==> src/core/mcu_ctrl_map.svh <==
// register map, bit positions, vectors and timing constants of the system control block
`ifndef MCU_CTRL_MAP_SVH
`define MCU_CTRL_MAP_SVH

`define REG_STATUS      6'h00
`define REG_XLO         6'h08
`define REG_CTRL        6'h09
`define REG_LO          6'h0A
`define REG_HI          6'h0B
`define REG_SUP_CTRL    6'h13
`define REG_SUP_LEVEL   6'h14
`define REG_WD_CLEAR    6'h1D

`define BIT_ZERO        0
`define BIT_CARRY       1
`define BIT_IRQ_FLAG    2
`define BIT_AUD_EN      0
`define BIT_GIE         1
`define BIT_SUP_EN      0
`define BIT_SUP_FLAG    1

`define VEC_RESET       14'h0000
`define VEC_WAKE        14'h0004
`define VEC_IRQ         14'h0008

`define SETTLE_CYCLES   7'h40
`define CLK_HZ          125000000
`define SAMPLE_HZ       32768
`define SAMPLE_HZ_FAST  65536
`define WATCHDOG_CYCLES (256*256*16)

`define RESP_OKAY       2'h0
`define RESP_SLVERR     2'h2
`define NIB_RESET       4'h0

`endif

==> src/core/mcu_ctrl_pkg.sv <==
// types shared by the system control block
package mcu_ctrl_pkg;
    typedef struct packed {
        logic [13:0] pc;
        logic [3:0]  code_page_high;
        logic [3:0]  memory_page_high;
        logic        carry_flag;
        logic        zero_flag;
    } cpu_ctx_t;

    typedef enum logic [1:0] {
        ST_RUN,
        ST_HALT,
        ST_SETTLE
    } mode_t;
endpackage

==> src/core/pin_sync.sv <==
// three-stage synchroniser; a bit changes once stages two and three agree
`timescale 1ns/1ps
`default_nettype none
module pin_sync #(
    parameter int W = 1
) (
    input  wire logic         ref_clk_i,
    input  wire logic         rst_i,
    input  wire logic [W-1:0] async_i,
    output logic      [W-1:0] stable_o
);
    logic [W-1:0] s1_ff;
    logic [W-1:0] s2_ff;
    logic [W-1:0] s3_ff;
    logic [W-1:0] q_ff;
    wire  [W-1:0] nxt_q = (s2_ff & s3_ff) | (q_ff & (s2_ff | s3_ff));

    always_ff @(posedge ref_clk_i or posedge rst_i) begin
        if (rst_i) begin
            s1_ff <= '0;
            s2_ff <= '0;
            s3_ff <= '0;
            q_ff  <= '0;
        end else begin
            s1_ff <= async_i;
            s2_ff <= s1_ff;
            s3_ff <= s2_ff;
            q_ff  <= nxt_q;
        end
    end

    assign stable_o = q_ff;
endmodule
`default_nettype wire

==> src/core/watchdog_counter.sv <==
// free-running watchdog counter with clear and one-cycle overflow pulse
`timescale 1ns/1ps
`default_nettype none
`include "mcu_ctrl_map.svh"
module watchdog_counter #(
    parameter int CYCLES = `WATCHDOG_CYCLES,
    parameter int CW     = 21
) (
    input  wire logic ref_clk_i,
    input  wire logic rst_i,
    input  wire logic enable_i,
    input  wire logic clear_i,
    output logic      overflow_o
);
    localparam logic [CW-1:0] LAST = CW'(CYCLES - 1);

    logic [CW-1:0] cnt_ff;
    logic          ovf_ff;
    wire           at_last = enable_i && (cnt_ff == LAST);
    wire  [CW-1:0] nxt_cnt = (clear_i || at_last || !enable_i) ? '0 : cnt_ff + 1'b1;

    always_ff @(posedge ref_clk_i or posedge rst_i) begin
        if (rst_i) begin
            cnt_ff <= '0;
            ovf_ff <= 1'b0;
        end else begin
            cnt_ff <= nxt_cnt;
            ovf_ff <= at_last && !clear_i;
        end
    end

    assign overflow_o = ovf_ff;
endmodule
`default_nettype wire

==> src/core/mcu_interrupt_halt_watchdog_ctrl.sv <==
// system control: sample interrupt, halt and wake sequencing, watchdog, supply detect
`timescale 1ns/1ps
`default_nettype none
`include "mcu_ctrl_map.svh"
module mcu_interrupt_halt_watchdog_ctrl #(
    parameter bit DOUBLE_RATE     = 1'b0,
    parameter bit TWELVE_BIT      = 1'b1,
    parameter bit DAC_PATH        = 1'b0,
    parameter bit WATCHDOG_ON     = 1'b1,
    parameter int WATCHDOG_CYCLES = `WATCHDOG_CYCLES
) (
    input  wire logic                   ref_clk_i,
    input  wire logic                   rst_i,
    input  wire logic [7:0]             s_axi_awaddr_i,
    input  wire logic                   s_axi_awvalid_i,
    output logic                        s_axi_awready_o,
    input  wire logic [31:0]            s_axi_wdata_i,
    input  wire logic [3:0]             s_axi_wstrb_i,
    input  wire logic                   s_axi_wvalid_i,
    output logic                        s_axi_wready_o,
    output logic [1:0]                  s_axi_bresp_o,
    output logic                        s_axi_bvalid_o,
    input  wire logic                   s_axi_bready_i,
    input  wire logic [7:0]             s_axi_araddr_i,
    input  wire logic                   s_axi_arvalid_i,
    output logic                        s_axi_arready_o,
    output logic [31:0]                 s_axi_rdata_o,
    output logic [1:0]                  s_axi_rresp_o,
    output logic                        s_axi_rvalid_o,
    input  wire logic                   s_axi_rready_i,
    input  wire mcu_ctrl_pkg::cpu_ctx_t cpu_ctx_i,
    input  wire logic                   halt_instr_i,
    input  wire logic                   return_from_irq_instr_i,
    output mcu_ctrl_pkg::cpu_ctx_t      restore_ctx_o,
    output logic                        restore_o,
    output logic                        pc_load_o,
    output logic [13:0]                 pc_value_o,
    output logic                        cpu_stall_o,
    output logic                        clk_stop_o,
    output logic                        sys_reset_o,
    output logic                        flag_write_o,
    output logic [1:0]                  flag_value_o,
    input  wire logic [15:0]            port_pins_i,
    input  wire logic [15:0]            wake_enable_i,
    input  wire logic                   supply_below_i,
    output logic [3:0]                  supply_level_o,
    output logic                        supply_detect_enable_o,
    output logic                        audio_out_enable_o,
    output logic                        sample_strobe_o,
    output logic                        sample_sign_o,
    output logic [11:0]                 pwm_sample_o,
    output logic [11:0]                 dac_sample_o
);
    import mcu_ctrl_pkg::*;

    localparam int SAMPLE_RATE = DOUBLE_RATE ? `SAMPLE_HZ_FAST : `SAMPLE_HZ;
    localparam int PERIOD      = `CLK_HZ / SAMPLE_RATE;
    localparam logic [11:0] PERIOD_LAST = 12'(PERIOD - 1);

    function automatic logic map_hit(input logic [5:0] idx);
        map_hit = (idx == `REG_STATUS) || (idx == `REG_XLO) || (idx == `REG_CTRL) ||
                  (idx == `REG_LO) || (idx == `REG_HI) || (idx == `REG_SUP_CTRL) ||
                  (idx == `REG_SUP_LEVEL) || (idx == `REG_WD_CLEAR);
    endfunction

    function automatic logic [11:0] build_sample(input logic [3:0] hi,
                                                 input logic [3:0] lo,
                                                 input logic [3:0] xl);
        if (TWELVE_BIT) begin
            build_sample = {hi, lo, xl};
        end else begin
            build_sample = {2'b00, hi, lo, xl[3:2]};
        end
    endfunction

    mode_t       mode_ff;
    cpu_ctx_t    ctx_ff;
    logic [6:0]  settle_ff;
    logic        take_ff, in_svc_ff, gie_ff, irq_flag_ff, aud_en_ff, restore_ff;
    logic        pc_load_ff, sup_en_ff, strobe_ff, flag_wr_ff;
    logic        aw_ok_ff, w_ok_ff, bvalid_ff, rvalid_ff;
    logic [13:0] pc_vec_ff;
    logic [15:0] port_prev_ff;
    logic [3:0]  sup_level_ff, nib_hi_ff, nib_lo_ff, nib_xl_ff, wstrb_ff;
    logic [11:0] active_ff, div_ff;
    logic [1:0]  flag_val_ff, bresp_ff, rresp_ff;
    logic [5:0]  aw_idx_ff;
    logic [31:0] wdata_ff, rdata_ff;
    wire [15:0] port_s;
    wire        below_s;
    wire        wd_ovf;
    pin_sync #(.W(16)) u_port_sync (
        .ref_clk_i (ref_clk_i),
        .rst_i     (rst_i),
        .async_i   (port_pins_i),
        .stable_o  (port_s)
    );
    pin_sync #(.W(1)) u_supply_sync (
        .ref_clk_i (ref_clk_i),
        .rst_i     (rst_i),
        .async_i   (supply_below_i),
        .stable_o  (below_s)
    );
    // a watchdog overflow synchronously resets mode, interrupt, supply and sample-timer state; sample nibbles, flag value, context and bus state are kept
    wire soft_rst = wd_ovf;
    wire       aw_hs   = s_axi_awvalid_i && s_axi_awready_o;
    wire       w_hs    = s_axi_wvalid_i && s_axi_wready_o;
    wire       do_wr   = aw_ok_ff && w_ok_ff && !bvalid_ff;
    wire       wr_lane = do_wr && wstrb_ff[0];
    wire [3:0] wnib    = wdata_ff[3:0];
    wire       wr_stat = wr_lane && (aw_idx_ff == `REG_STATUS);
    wire       wr_ctrl = wr_lane && (aw_idx_ff == `REG_CTRL);
    wire       wr_xl   = wr_lane && (aw_idx_ff == `REG_XLO);
    wire       wr_lo   = wr_lane && (aw_idx_ff == `REG_LO);
    wire       wr_hi   = wr_lane && (aw_idx_ff == `REG_HI);
    wire       wr_sc   = wr_lane && (aw_idx_ff == `REG_SUP_CTRL);
    wire       wr_sl   = wr_lane && (aw_idx_ff == `REG_SUP_LEVEL);
    wire       wr_wd   = wr_lane && (aw_idx_ff == `REG_WD_CLEAR);
    wire       ar_hs  = s_axi_arvalid_i && s_axi_arready_o;
    wire [5:0] ar_idx = s_axi_araddr_i[7:2];
    wire       sup_flag = sup_en_ff && below_s;
    wire [3:0] stat_rd = {1'b0, irq_flag_ff, cpu_ctx_i.carry_flag, cpu_ctx_i.zero_flag};
    wire [3:0] rd_nib =
        (ar_idx == `REG_STATUS)    ? stat_rd :
        (ar_idx == `REG_CTRL)      ? {2'b00, gie_ff, aud_en_ff} :
        (ar_idx == `REG_SUP_CTRL)  ? {2'b00, sup_flag, sup_en_ff} :
        (ar_idx == `REG_SUP_LEVEL) ? sup_level_ff : `NIB_RESET;
    wire running    = (mode_ff == ST_RUN);
    wire halt_go    = running && halt_instr_i;
    wire wake_edge  = |((port_s ^ port_prev_ff) & wake_enable_i);
    wire settle_end = (mode_ff == ST_SETTLE) && (settle_ff == `SETTLE_CYCLES - 7'h01);
    mode_t nxt_mode;

    always_comb begin
        nxt_mode = mode_ff;
        unique case (mode_ff)
            ST_RUN: begin
                if (halt_instr_i) begin
                    nxt_mode = ST_HALT;
                end
            end
            ST_HALT: begin
                if (wake_edge) begin
                    nxt_mode = ST_SETTLE;
                end
            end
            ST_SETTLE: begin
                if (settle_end) begin
                    nxt_mode = ST_RUN;
                end
            end
        endcase
        if (soft_rst) begin
            nxt_mode = ST_SETTLE;
        end
    end

    wire [6:0] nxt_settle = (mode_ff == ST_SETTLE) ? settle_ff + 7'h01 : 7'h00;

    always_ff @(posedge ref_clk_i or posedge rst_i) begin
        if (rst_i) begin
            mode_ff      <= ST_SETTLE;
            settle_ff    <= 7'h00;
            port_prev_ff <= 16'h0000;
        end else begin
            mode_ff      <= nxt_mode;
            settle_ff    <= soft_rst ? 7'h00 : nxt_settle;
            port_prev_ff <= port_s;
        end
    end
    wire want_irq = gie_ff && irq_flag_ff && running && !in_svc_ff && !take_ff;
    wire return_from_irq_instr_go  = running && in_svc_ff && return_from_irq_instr_i;
    wire period_end = aud_en_ff && running && (div_ff == PERIOD_LAST);

    wire nxt_gie  = return_from_irq_instr_go ? 1'b1 :
                    take_ff ? 1'b0 :
                    wr_ctrl ? wnib[`BIT_GIE] : gie_ff;
    // the flag is left alone on acceptance; a set in the cycle of a clear wins
    wire nxt_flag = period_end ? 1'b1 :
                    wr_stat ? wnib[`BIT_IRQ_FLAG] : irq_flag_ff;
    wire nxt_aud  = halt_go ? 1'b0 : wr_ctrl ? wnib[`BIT_AUD_EN] : aud_en_ff;
    wire [13:0] nxt_vec = take_ff ? `VEC_IRQ :
                          halt_go ? `VEC_WAKE : pc_vec_ff;

    always_ff @(posedge ref_clk_i or posedge rst_i) begin
        if (rst_i) begin
            take_ff     <= 1'b0;
            in_svc_ff   <= 1'b0;
            gie_ff      <= 1'b0;
            irq_flag_ff <= 1'b0;
            aud_en_ff   <= 1'b0;
            ctx_ff      <= '0;
            restore_ff  <= 1'b0;
            pc_load_ff  <= 1'b1;
            pc_vec_ff   <= `VEC_RESET;
        end else if (soft_rst) begin
            take_ff     <= 1'b0;
            in_svc_ff   <= 1'b0;
            gie_ff      <= 1'b0;
            irq_flag_ff <= 1'b0;
            aud_en_ff   <= 1'b0;
            restore_ff  <= 1'b0;
            pc_load_ff  <= 1'b1;
            pc_vec_ff   <= `VEC_RESET;
        end else begin
            take_ff     <= want_irq;
            in_svc_ff   <= take_ff || (in_svc_ff && !return_from_irq_instr_go);
            gie_ff      <= nxt_gie;
            irq_flag_ff <= nxt_flag;
            aud_en_ff   <= nxt_aud;
            ctx_ff      <= take_ff ? cpu_ctx_i : ctx_ff;
            restore_ff  <= return_from_irq_instr_go;
            pc_load_ff  <= take_ff || halt_go;
            pc_vec_ff   <= nxt_vec;
        end
    end
    always_ff @(posedge ref_clk_i or posedge rst_i) begin
        if (rst_i) begin
            sup_en_ff    <= 1'b0;
            sup_level_ff <= `NIB_RESET;
            flag_wr_ff   <= 1'b0;
            flag_val_ff  <= 2'b00;
        end else if (soft_rst) begin
            sup_en_ff    <= 1'b0;
            sup_level_ff <= `NIB_RESET;
            flag_wr_ff   <= 1'b0;
        end else begin
            sup_en_ff    <= wr_sc ? wnib[`BIT_SUP_EN] : sup_en_ff;
            sup_level_ff <= wr_sl ? wnib : sup_level_ff;
            flag_wr_ff   <= wr_stat;
            flag_val_ff  <= wr_stat ? {wnib[`BIT_CARRY], wnib[`BIT_ZERO]} : flag_val_ff;
        end
    end
    wire [11:0] nxt_div = (!aud_en_ff || !running || period_end) ? 12'h000 : div_ff + 12'h001;

    always_ff @(posedge ref_clk_i or posedge rst_i) begin
        if (rst_i) begin
            nib_hi_ff <= `NIB_RESET;
            nib_lo_ff <= `NIB_RESET;
            nib_xl_ff <= `NIB_RESET;
            active_ff <= 12'h000;
            div_ff    <= 12'h000;
            strobe_ff <= 1'b0;
        end else begin
            nib_hi_ff <= wr_hi ? wnib : nib_hi_ff;
            nib_lo_ff <= wr_lo ? wnib : nib_lo_ff;
            nib_xl_ff <= wr_xl ? wnib : nib_xl_ff;
            if (period_end) begin
                active_ff <= build_sample(nib_hi_ff, nib_lo_ff, nib_xl_ff);
            end
            div_ff    <= soft_rst ? 12'h000 : nxt_div;
            strobe_ff <= period_end && !soft_rst;
        end
    end

    // watchdog: held clear whenever the core is not running
    wire wd_clear = wr_wd || !running;

    watchdog_counter #(.CYCLES(WATCHDOG_CYCLES)) u_watchdog (
        .ref_clk_i  (ref_clk_i),
        .rst_i      (rst_i),
        .enable_i   (WATCHDOG_ON),
        .clear_i    (wd_clear),
        .overflow_o (wd_ovf)
    );

    // axi4-lite slave
    always_ff @(posedge ref_clk_i or posedge rst_i) begin
        if (rst_i) begin
            aw_ok_ff  <= 1'b0;
            aw_idx_ff <= 6'h00;
            w_ok_ff   <= 1'b0;
            wdata_ff  <= 32'h0000_0000;
            wstrb_ff  <= 4'h0;
            bvalid_ff <= 1'b0;
            bresp_ff  <= `RESP_OKAY;
        end else begin
            aw_ok_ff  <= aw_hs || (aw_ok_ff && !do_wr);
            aw_idx_ff <= aw_hs ? s_axi_awaddr_i[7:2] : aw_idx_ff;
            w_ok_ff   <= w_hs || (w_ok_ff && !do_wr);
            wdata_ff  <= w_hs ? s_axi_wdata_i : wdata_ff;
            wstrb_ff  <= w_hs ? s_axi_wstrb_i : wstrb_ff;
            bvalid_ff <= do_wr || (bvalid_ff && !s_axi_bready_i);
            if (do_wr) begin
                bresp_ff <= map_hit(aw_idx_ff) ? `RESP_OKAY : `RESP_SLVERR;
            end
        end
    end

    always_ff @(posedge ref_clk_i or posedge rst_i) begin
        if (rst_i) begin
            rvalid_ff <= 1'b0;
            rdata_ff  <= 32'h0000_0000;
            rresp_ff  <= `RESP_OKAY;
        end else begin
            rvalid_ff <= ar_hs || (rvalid_ff && !s_axi_rready_i);
            if (ar_hs) begin
                rdata_ff <= {28'h000_0000, rd_nib};
                rresp_ff <= map_hit(ar_idx) ? `RESP_OKAY : `RESP_SLVERR;
            end
        end
    end

    assign s_axi_awready_o = !aw_ok_ff && !bvalid_ff;
    assign s_axi_wready_o  = !w_ok_ff && !bvalid_ff;
    assign s_axi_bvalid_o  = bvalid_ff;
    assign s_axi_bresp_o   = bresp_ff;
    assign s_axi_arready_o = !rvalid_ff;
    assign s_axi_rvalid_o  = rvalid_ff;
    assign s_axi_rdata_o   = rdata_ff;
    assign s_axi_rresp_o   = rresp_ff;
    assign restore_ctx_o = ctx_ff;
    assign restore_o     = restore_ff;
    assign pc_load_o     = pc_load_ff;
    assign pc_value_o    = pc_vec_ff;
    assign cpu_stall_o   = !running;
    assign clk_stop_o    = (mode_ff == ST_HALT);
    assign sys_reset_o   = wd_ovf;
    assign flag_write_o  = flag_wr_ff;
    assign flag_value_o  = flag_val_ff;

    assign supply_level_o         = sup_level_ff;
    assign supply_detect_enable_o = sup_en_ff;
    assign audio_out_enable_o     = aud_en_ff;
    assign sample_strobe_o        = strobe_ff;
    assign sample_sign_o          = TWELVE_BIT ? active_ff[11] : active_ff[9];
    assign pwm_sample_o           = DAC_PATH ? 12'h000 : active_ff;
    assign dac_sample_o           = DAC_PATH ? active_ff : 12'h000;
endmodule
`default_nettype wire

==> config.mk <==
export PLATFORM = sky130hd
export DESIGN_NAME = mcu_interrupt_halt_watchdog_ctrl
export DESIGN_NICKNAME = d
export VERILOG_FILES = /design/src/core/mcu_ctrl_pkg.sv /design/src/core/pin_sync.sv /design/src/core/watchdog_counter.sv /design/src/core/mcu_interrupt_halt_watchdog_ctrl.sv
export VERILOG_INCLUDE_DIRS = /design/src /design/src/core
export SDC_FILE = /design/constraint.sdc
export NUM_CORES = 1
export LEC_CHECK = 0
export BUFFER_PORTS_ARGS = -buffer_cell sky130_fd_sc_hd__buf_2
export CORE_ASPECT_RATIO = 0.75
export CORE_MARGIN = 2
export CORE_UTILIZATION = 52
export DETAILED_ROUTE_END_ITERATION = 10
export MAX_ROUTING_LAYER = met4
export PLACE_DENSITY = 0.79
export SLEW_MARGIN = 20
export SYNTH_ARGS = -nofsm -noshare
export SYNTH_HDL_FRONTEND = slang
export SYNTH_SLANG_ARGS = --single-unit
==> constraint.sdc <==
create_clock -name ref_clk_i -period 7.8 [get_ports ref_clk_i]
set_input_delay 0.78 -clock ref_clk_i [delete_from_list [all_inputs] [get_ports ref_clk_i]]
set_output_delay 0.78 -clock ref_clk_i [all_outputs]
set_load 0.1 [all_outputs]
==> report_table.html <==
<table>
<tr><th>Metric</th><th>Value</th></tr>
<tr><th colspan="2">Synthesis</th></tr>
<tr><td>Most used DFF post-synth</td><td>dfrtp_1</td></tr>
<tr><td>Cell Area, Synth</td><td>~8500 um2</td></tr>
<tr><td>Gate count of the mapped netlist</td><td>approximately 660</td></tr>
<tr><td>Mean cell area of the mapped netlist</td><td>12.86 um2</td></tr>
<tr><td>Combinational family with the most area after synthesis</td><td>simple AND/OR/NAND/NOR gates</td></tr>
<tr><td>Yosys reg bits</td><td>roughly 210</td></tr>
<tr><td>FFs w/ async S/R, synth</td><td>100.0%</td></tr>
<tr><td>Xor and xnor fraction of the mapped netlist area</td><td>roughly 4.9%</td></tr>
<tr><td>Number of synthesized flops with an enable pin</td><td>0</td></tr>
<tr><td>Area share of fa/ha/maj cells after synthesis</td><td>about 3.0%</td></tr>
<tr><td>Sequential area share after synthesis</td><td>a little over three fifths</td></tr>
<tr><td>Count of different cell masters after synthesis</td><td>53</td></tr>
<tr><td>Share of synthesized area spent on multiplexers</td><td>~9.1%</td></tr>
<tr><td>Basic-gate share of the synthesized area counting and, or, nand and nor cells</td><td>about a tenth</td></tr>
<tr><td>Synthesized-area fraction occupied by ao, oa, aoi and oai cells</td><td>between 3 and 4%</td></tr>
<tr><td>Count of yosys warnings during synthesis</td><td>0</td></tr>
<tr><th colspan="2">Timing</th></tr>
<tr><td>Relative max-transition margin</td><td>between 40% and 50%</td></tr>
<tr><td>Number of hold-slack violations in the final timing report</td><td>0</td></tr>
<tr><td>Number of max-slew violations in the final report</td><td>0</td></tr>
<tr><td>Setup repair after global routing missed its margin</td><td>no</td></tr>
<tr><td>Fmax achieved</td><td>363.5 MHz</td></tr>
<tr><td>Setup total negative slack</td><td>0 ns</td></tr>
<tr><td>Layout Skew</td><td>0.01196 ns</td></tr>
<tr><td>Clock period minus worst slack</td><td>2.751 ns</td></tr>
<tr><td>Setup Viol. Count Final</td><td>0</td></tr>
<tr><td>Final worst-path cycle share</td><td>35.27%</td></tr>
<tr><td>Slew at the pin with the worst max-slew slack</td><td>around 0.87 ns</td></tr>
<tr><th colspan="2">Clock network</th></tr>
<tr><td>Quantity of hold-fixing buffers added after cts</td><td>0</td></tr>
<tr><td>Clock latency on the worst-skew pair</td><td>0.49 ns</td></tr>
<tr><td>Clock transition at path regs</td><td>0.06 ns</td></tr>
<tr><td>H-tree levels</td><td>1</td></tr>
<tr><td>Quantity of gates resized following cts</td><td>0</td></tr>
<tr><td>Clock tree from TritonCTS</td><td>done</td></tr>
<tr><td>Number of sinks on the clock net</td><td>214</td></tr>
<tr><td>Clock Root Buffer</td><td>clkbuf_16</td></tr>
<tr><td>Maximum clock insertion buffer count</td><td>3</td></tr>
<tr><td>Number of buffers created by CTS</td><td>21</td></tr>
<tr><td>Number of buffers inserted to repair setup after CTS</td><td>0</td></tr>
<tr><th colspan="2">Floorplan</th></tr>
<tr><td>I/O pin count</td><td>about 240</td></tr>
<tr><td>Full die area</td><td>17480 um2</td></tr>
<tr><td>Placeable core area</td><td>between 15000 and 20000 um2</td></tr>
<tr><td>Die Span Y</td><td>roughly 110 um</td></tr>
<tr><td>Die extent in x</td><td>152.0 um</td></tr>
<tr><td>Starting utilization of the core area</td><td>a little over half</td></tr>
<tr><td>Row Count</td><td>40</td></tr>
<tr><th colspan="2">Placement</th></tr>
<tr><td>Placer's final routability congestion estimate</td><td>0.8076</td></tr>
<tr><td>Cell area after placement</td><td>9278 um2</td></tr>
<tr><td>Detail Placement HPWL</td><td>10500 um</td></tr>
<tr><td>Port Buffer Count</td><td>between 100 and 150</td></tr>
<tr><th colspan="2">Setup path</th></tr>
<tr><td>Critical path's largest stage delay</td><td>approximately 0.55 ns</td></tr>
<tr><td>Critical R2R Launch</td><td>s_axi_bvalid_o</td></tr>
<tr><td>Sequence of cells on the critical path</td><td>inv_1 &gt; ha_1 &gt; inv_1 &gt; buf_2</td></tr>
<tr><td>Endpoint kind of the worst setup timing path</td><td>output pin</td></tr>
<tr><td>Dominant delay contributor by cell family on the critical path</td><td>buffers and inverters</td></tr>
<tr><td>Critical path launch point</td><td>mode_ff[1]</td></tr>
<tr><td>Instance count on the critical path</td><td>4</td></tr>
<tr><td>Sum of buffers and inverters on the critical path</td><td>3</td></tr>
<tr><td>Most used cell, CP</td><td>inv_1</td></tr>
<tr><td>Capturing instance or port of the critical path</td><td>cpu_stall_o</td></tr>
<tr><td>Master of the slowest instance on the critical path</td><td>dfstp_2</td></tr>
<tr><td>Setup slack of the most critical reg-to-reg path</td><td>5.49 ns</td></tr>
<tr><td>Arrival @ worst endpoint</td><td>about 2.0 ns</td></tr>
<tr><td>Element type at the critical path start</td><td>flip-flop</td></tr>
<tr><td>Required arrival time at the worst endpoint</td><td>approximately 7.0 ns</td></tr>
<tr><td>R2r endpoint</td><td>u_watchdog.cnt_ff[4]</td></tr>
<tr><td>Maximum fanout along the worst path</td><td>8</td></tr>
<tr><td>Setup CP Type</td><td>flip-flop to output pin</td></tr>
<tr><td>FF-to-FF path depth</td><td>5</td></tr>
<tr><th colspan="2">Detailed routing</th></tr>
<tr><td>Via count</td><td>5134</td></tr>
<tr><td>DRC errors left</td><td>0</td></tr>
<tr><td>Via-to-Cell Ratio</td><td>4.937</td></tr>
<tr><td>DRC violation total after the first TritonRoute iteration</td><td>between 150 and 200</td></tr>
<tr><td>Routed length per placed instance</td><td>approximately 15 um</td></tr>
<tr><td>Sum of met2 wire segment lengths after detailed routing</td><td>about 7000 um</td></tr>
<tr><td>Routed metal-1 wirelength</td><td>7259 um</td></tr>
<tr><td>Uppermost layer routed</td><td>met4</td></tr>
<tr><td>WL met3</td><td>between 700 and 800 um</td></tr>
<tr><td>Final WL</td><td>15110 um</td></tr>
<tr><td>Antenna violation net count after detailed routing</td><td>0</td></tr>
<tr><td>First-pass detailed-route iteration total</td><td>5</td></tr>
<tr><th colspan="2">Final layout</th></tr>
<tr><td>Commonest cells after routing, fill and taps aside</td><td>212 x dfrtp_1, 147 x buf_2, 65 x nor2_1</td></tr>
<tr><td>Number of antenna diodes</td><td>0</td></tr>
<tr><td>Final Net Count</td><td>between 900 and 1000</td></tr>
<tr><td>Share of cells above drive strength 1</td><td>between 20% and 30%</td></tr>
<tr><td>Most common cell after layout, fill and taps aside</td><td>dfrtp_1</td></tr>
<tr><td>Final instance area</td><td>between 9000 and 10000 um2</td></tr>
<tr><td>Layout-stage area growth over the synthesis result</td><td>16.19%</td></tr>
<tr><th colspan="2">Pwr</th></tr>
<tr><td>Power dissipated by switching net loads</td><td>~0.0012 W</td></tr>
<tr><td>Portion of total power attributed to combinational logic</td><td>roughly a quarter</td></tr>
<tr><td>Max IR drop VDD</td><td>around 180 uV</td></tr>
<tr><td>Share of total power consumed by net switching</td><td>between 30% and 40%</td></tr>
<tr><td>Total internal power</td><td>0.001994 W</td></tr>
<tr><td>Power density cells</td><td>between 300 and 400 nW/um2</td></tr>
<tr><td>Proportion of power drawn by flip-flops and latches</td><td>between 40% and 50%</td></tr>
<tr><td>Part of the power in the clock network</td><td>between 30% and 40%</td></tr>
<tr><td>Leak</td><td>~4.9 nW</td></tr>
<tr><th colspan="2">Run status</th></tr>
<tr><td>Run status</td><td>completed</td></tr>
<tr><th colspan="2">GRT</th></tr>
<tr><td>Pin count of the biggest net entering global routing</td><td>roughly 130</td></tr>
<tr><td>Number of global-route vias before repair</td><td>about 5000</td></tr>
<tr><td>Total routing usage reported by global routing</td><td>a little under a fifth</td></tr>
<tr><td>Number of antenna violations at the first check in global routing</td><td>0</td></tr>
<tr><td>First-pass GRT wire length</td><td>around 25000 um</td></tr>
<tr><td>Global route overflow</td><td>0</td></tr>
<tr><th colspan="2">Job</th></tr>
<tr><td>Max Cap Violations</td><td>0</td></tr>
<tr><th colspan="2">Hold path</th></tr>
<tr><td>Hold/Removal Path Class</td><td>flip-flop to flip-flop</td></tr>
</table>
[how the worst min path moves through the flow]
stage                          startpoint               endpoint  slack, ns  cells after the start
floorplan            u_port_sync.s1_ff[0]   u_port_sync.s2_ff[0]       0.33                      0
global placement    u_port_sync.s1_ff[10]  u_port_sync.s2_ff[10]       0.33                      0
detailed placement   u_port_sync.s1_ff[6]   u_port_sync.s2_ff[6]       0.33                      0
CTS                   u_supply_sync.s1_ff    u_supply_sync.s2_ff       0.34                      0
global route          u_supply_sync.s1_ff    u_supply_sync.s2_ff       0.34                      0
finish                u_supply_sync.s1_ff    u_supply_sync.s2_ff       0.34                      0
[routing by layer]
metal | vias up | track usage [%]
li1 | 2453 | -
met1 | 2520 | 26.12
met2 | 134 | 27.15
met3 | 27 | 3.769
met4 | 0 | 2.804
met5 | - | -
[synthesized netlist by cell type (4+ instances only)]
cell      number  area, um2
buf_4         56      420.4
nor2b_1        5      31.28
or3_1          4      25.02
maj3_1        17      170.2
nor3_1        10      50.05
nand4_1        5      31.28
xor2_1        33      289.0
nand3_1       19      95.09
mux2_2        44      495.5
ha_1           7      87.58
xnor2_1       15      131.4
nor4_1         6      37.54
mux2_1        18      202.7
dfrtp_1      212       5305
o21ai_0       11      55.05
nor2_1        65      244.0
a22oi_1        6      45.04
a21oi_1        8      40.04
and4_1         4      35.03
mux2i_1        8      80.08
inv_1         11      41.29
and3_1        12      75.07
nand2_1       32      120.1
buf_2          6      30.03
clkbuf_1       9      33.78
[power groups by stage]
stage               clock (W)  combinational, W  sequential [W]
finish               0.000954          0.000826         0.00137
global route          0.00103          0.000878         0.00140
detailed placement          0          0.000829         0.00139
CTS                  0.000978          0.000832         0.00137
global placement            0          0.000814         0.00139
floorplan                   0          0.000500         0.00158
[through the flow]
step / instances / worst slack [ns] / hold slack (ns) / utilization, % / power (W)
after floorplan: 717 / 1.172 / 0.3312 / - / 0.002081
after CTS: 1040 / 5.039 / 0.3390 / 61.75 / 0.003184
after global placement: 1004 / 5.144 / 0.3325 / 57.72 / 0.002201
final: 1040 / 5.049 / 0.3389 / 61.78 / 0.003155
after detailed placement: 1004 / 5.155 / 0.3347 / 57.75 / 0.002220
after global routing: 1040 / 4.982 / 0.3449 / 61.78 / 0.003302
[logic make-up after synthesis]
family | Yosys count
flip-flops | 214
adder cells (fa/ha/maj) | 24
XOR/XNOR | 48
AO/OA/AOI/OAI | 45
other | 1
buffers and inverters | 82
AND/OR/NAND/NOR | 180
multiplexers | 70
[sequential cells by signal (all words and copies together), names as in the netlist, 4 cells and up]
| name | flops |
|---|---|
| port_prev_ff | 16 |
| nib_xl_ff | 4 |
| wdata_ff | 4 |
| s_axi_rdata_o | 4 |
| div_ff | 12 |
| u_port_sync.s3_ff | 16 |
| u_port_sync.s2_ff | 16 |
| settle_ff | 7 |
| restore_ctx_o | 24 |
| u_port_sync.stable_o | 16 |
| nib_hi_ff | 4 |
| pwm_sample_o | 12 |
| u_port_sync.s1_ff | 16 |
| supply_level_o | 4 |
| nib_lo_ff | 4 |
| u_watchdog.cnt_ff | 21 |
| aw_idx_ff | 6 |
[cell type report]
class | count | area (um2)
clock buffers | 31 | 593.1
fillers | 1298 | 6141
repair buffers | 148 | 747.0
inverters | 11 | 48.80
clock inverters | 5 | 50.05
flip-flops and latches | 214 | 5358
well taps | 210 | 262.8
multi-input cells | 421 | 2865
[worst reg2reg max path, delay by kind of cell, from the launching register on]
| kind | cells | cell delay, ns |
|---|---|---|
| compound gates | 1 | 0.45 |
| flops | 1 | 0.41 |
| simple gates | 4 | 1.30 |
(Power assumes the default switching activity.)
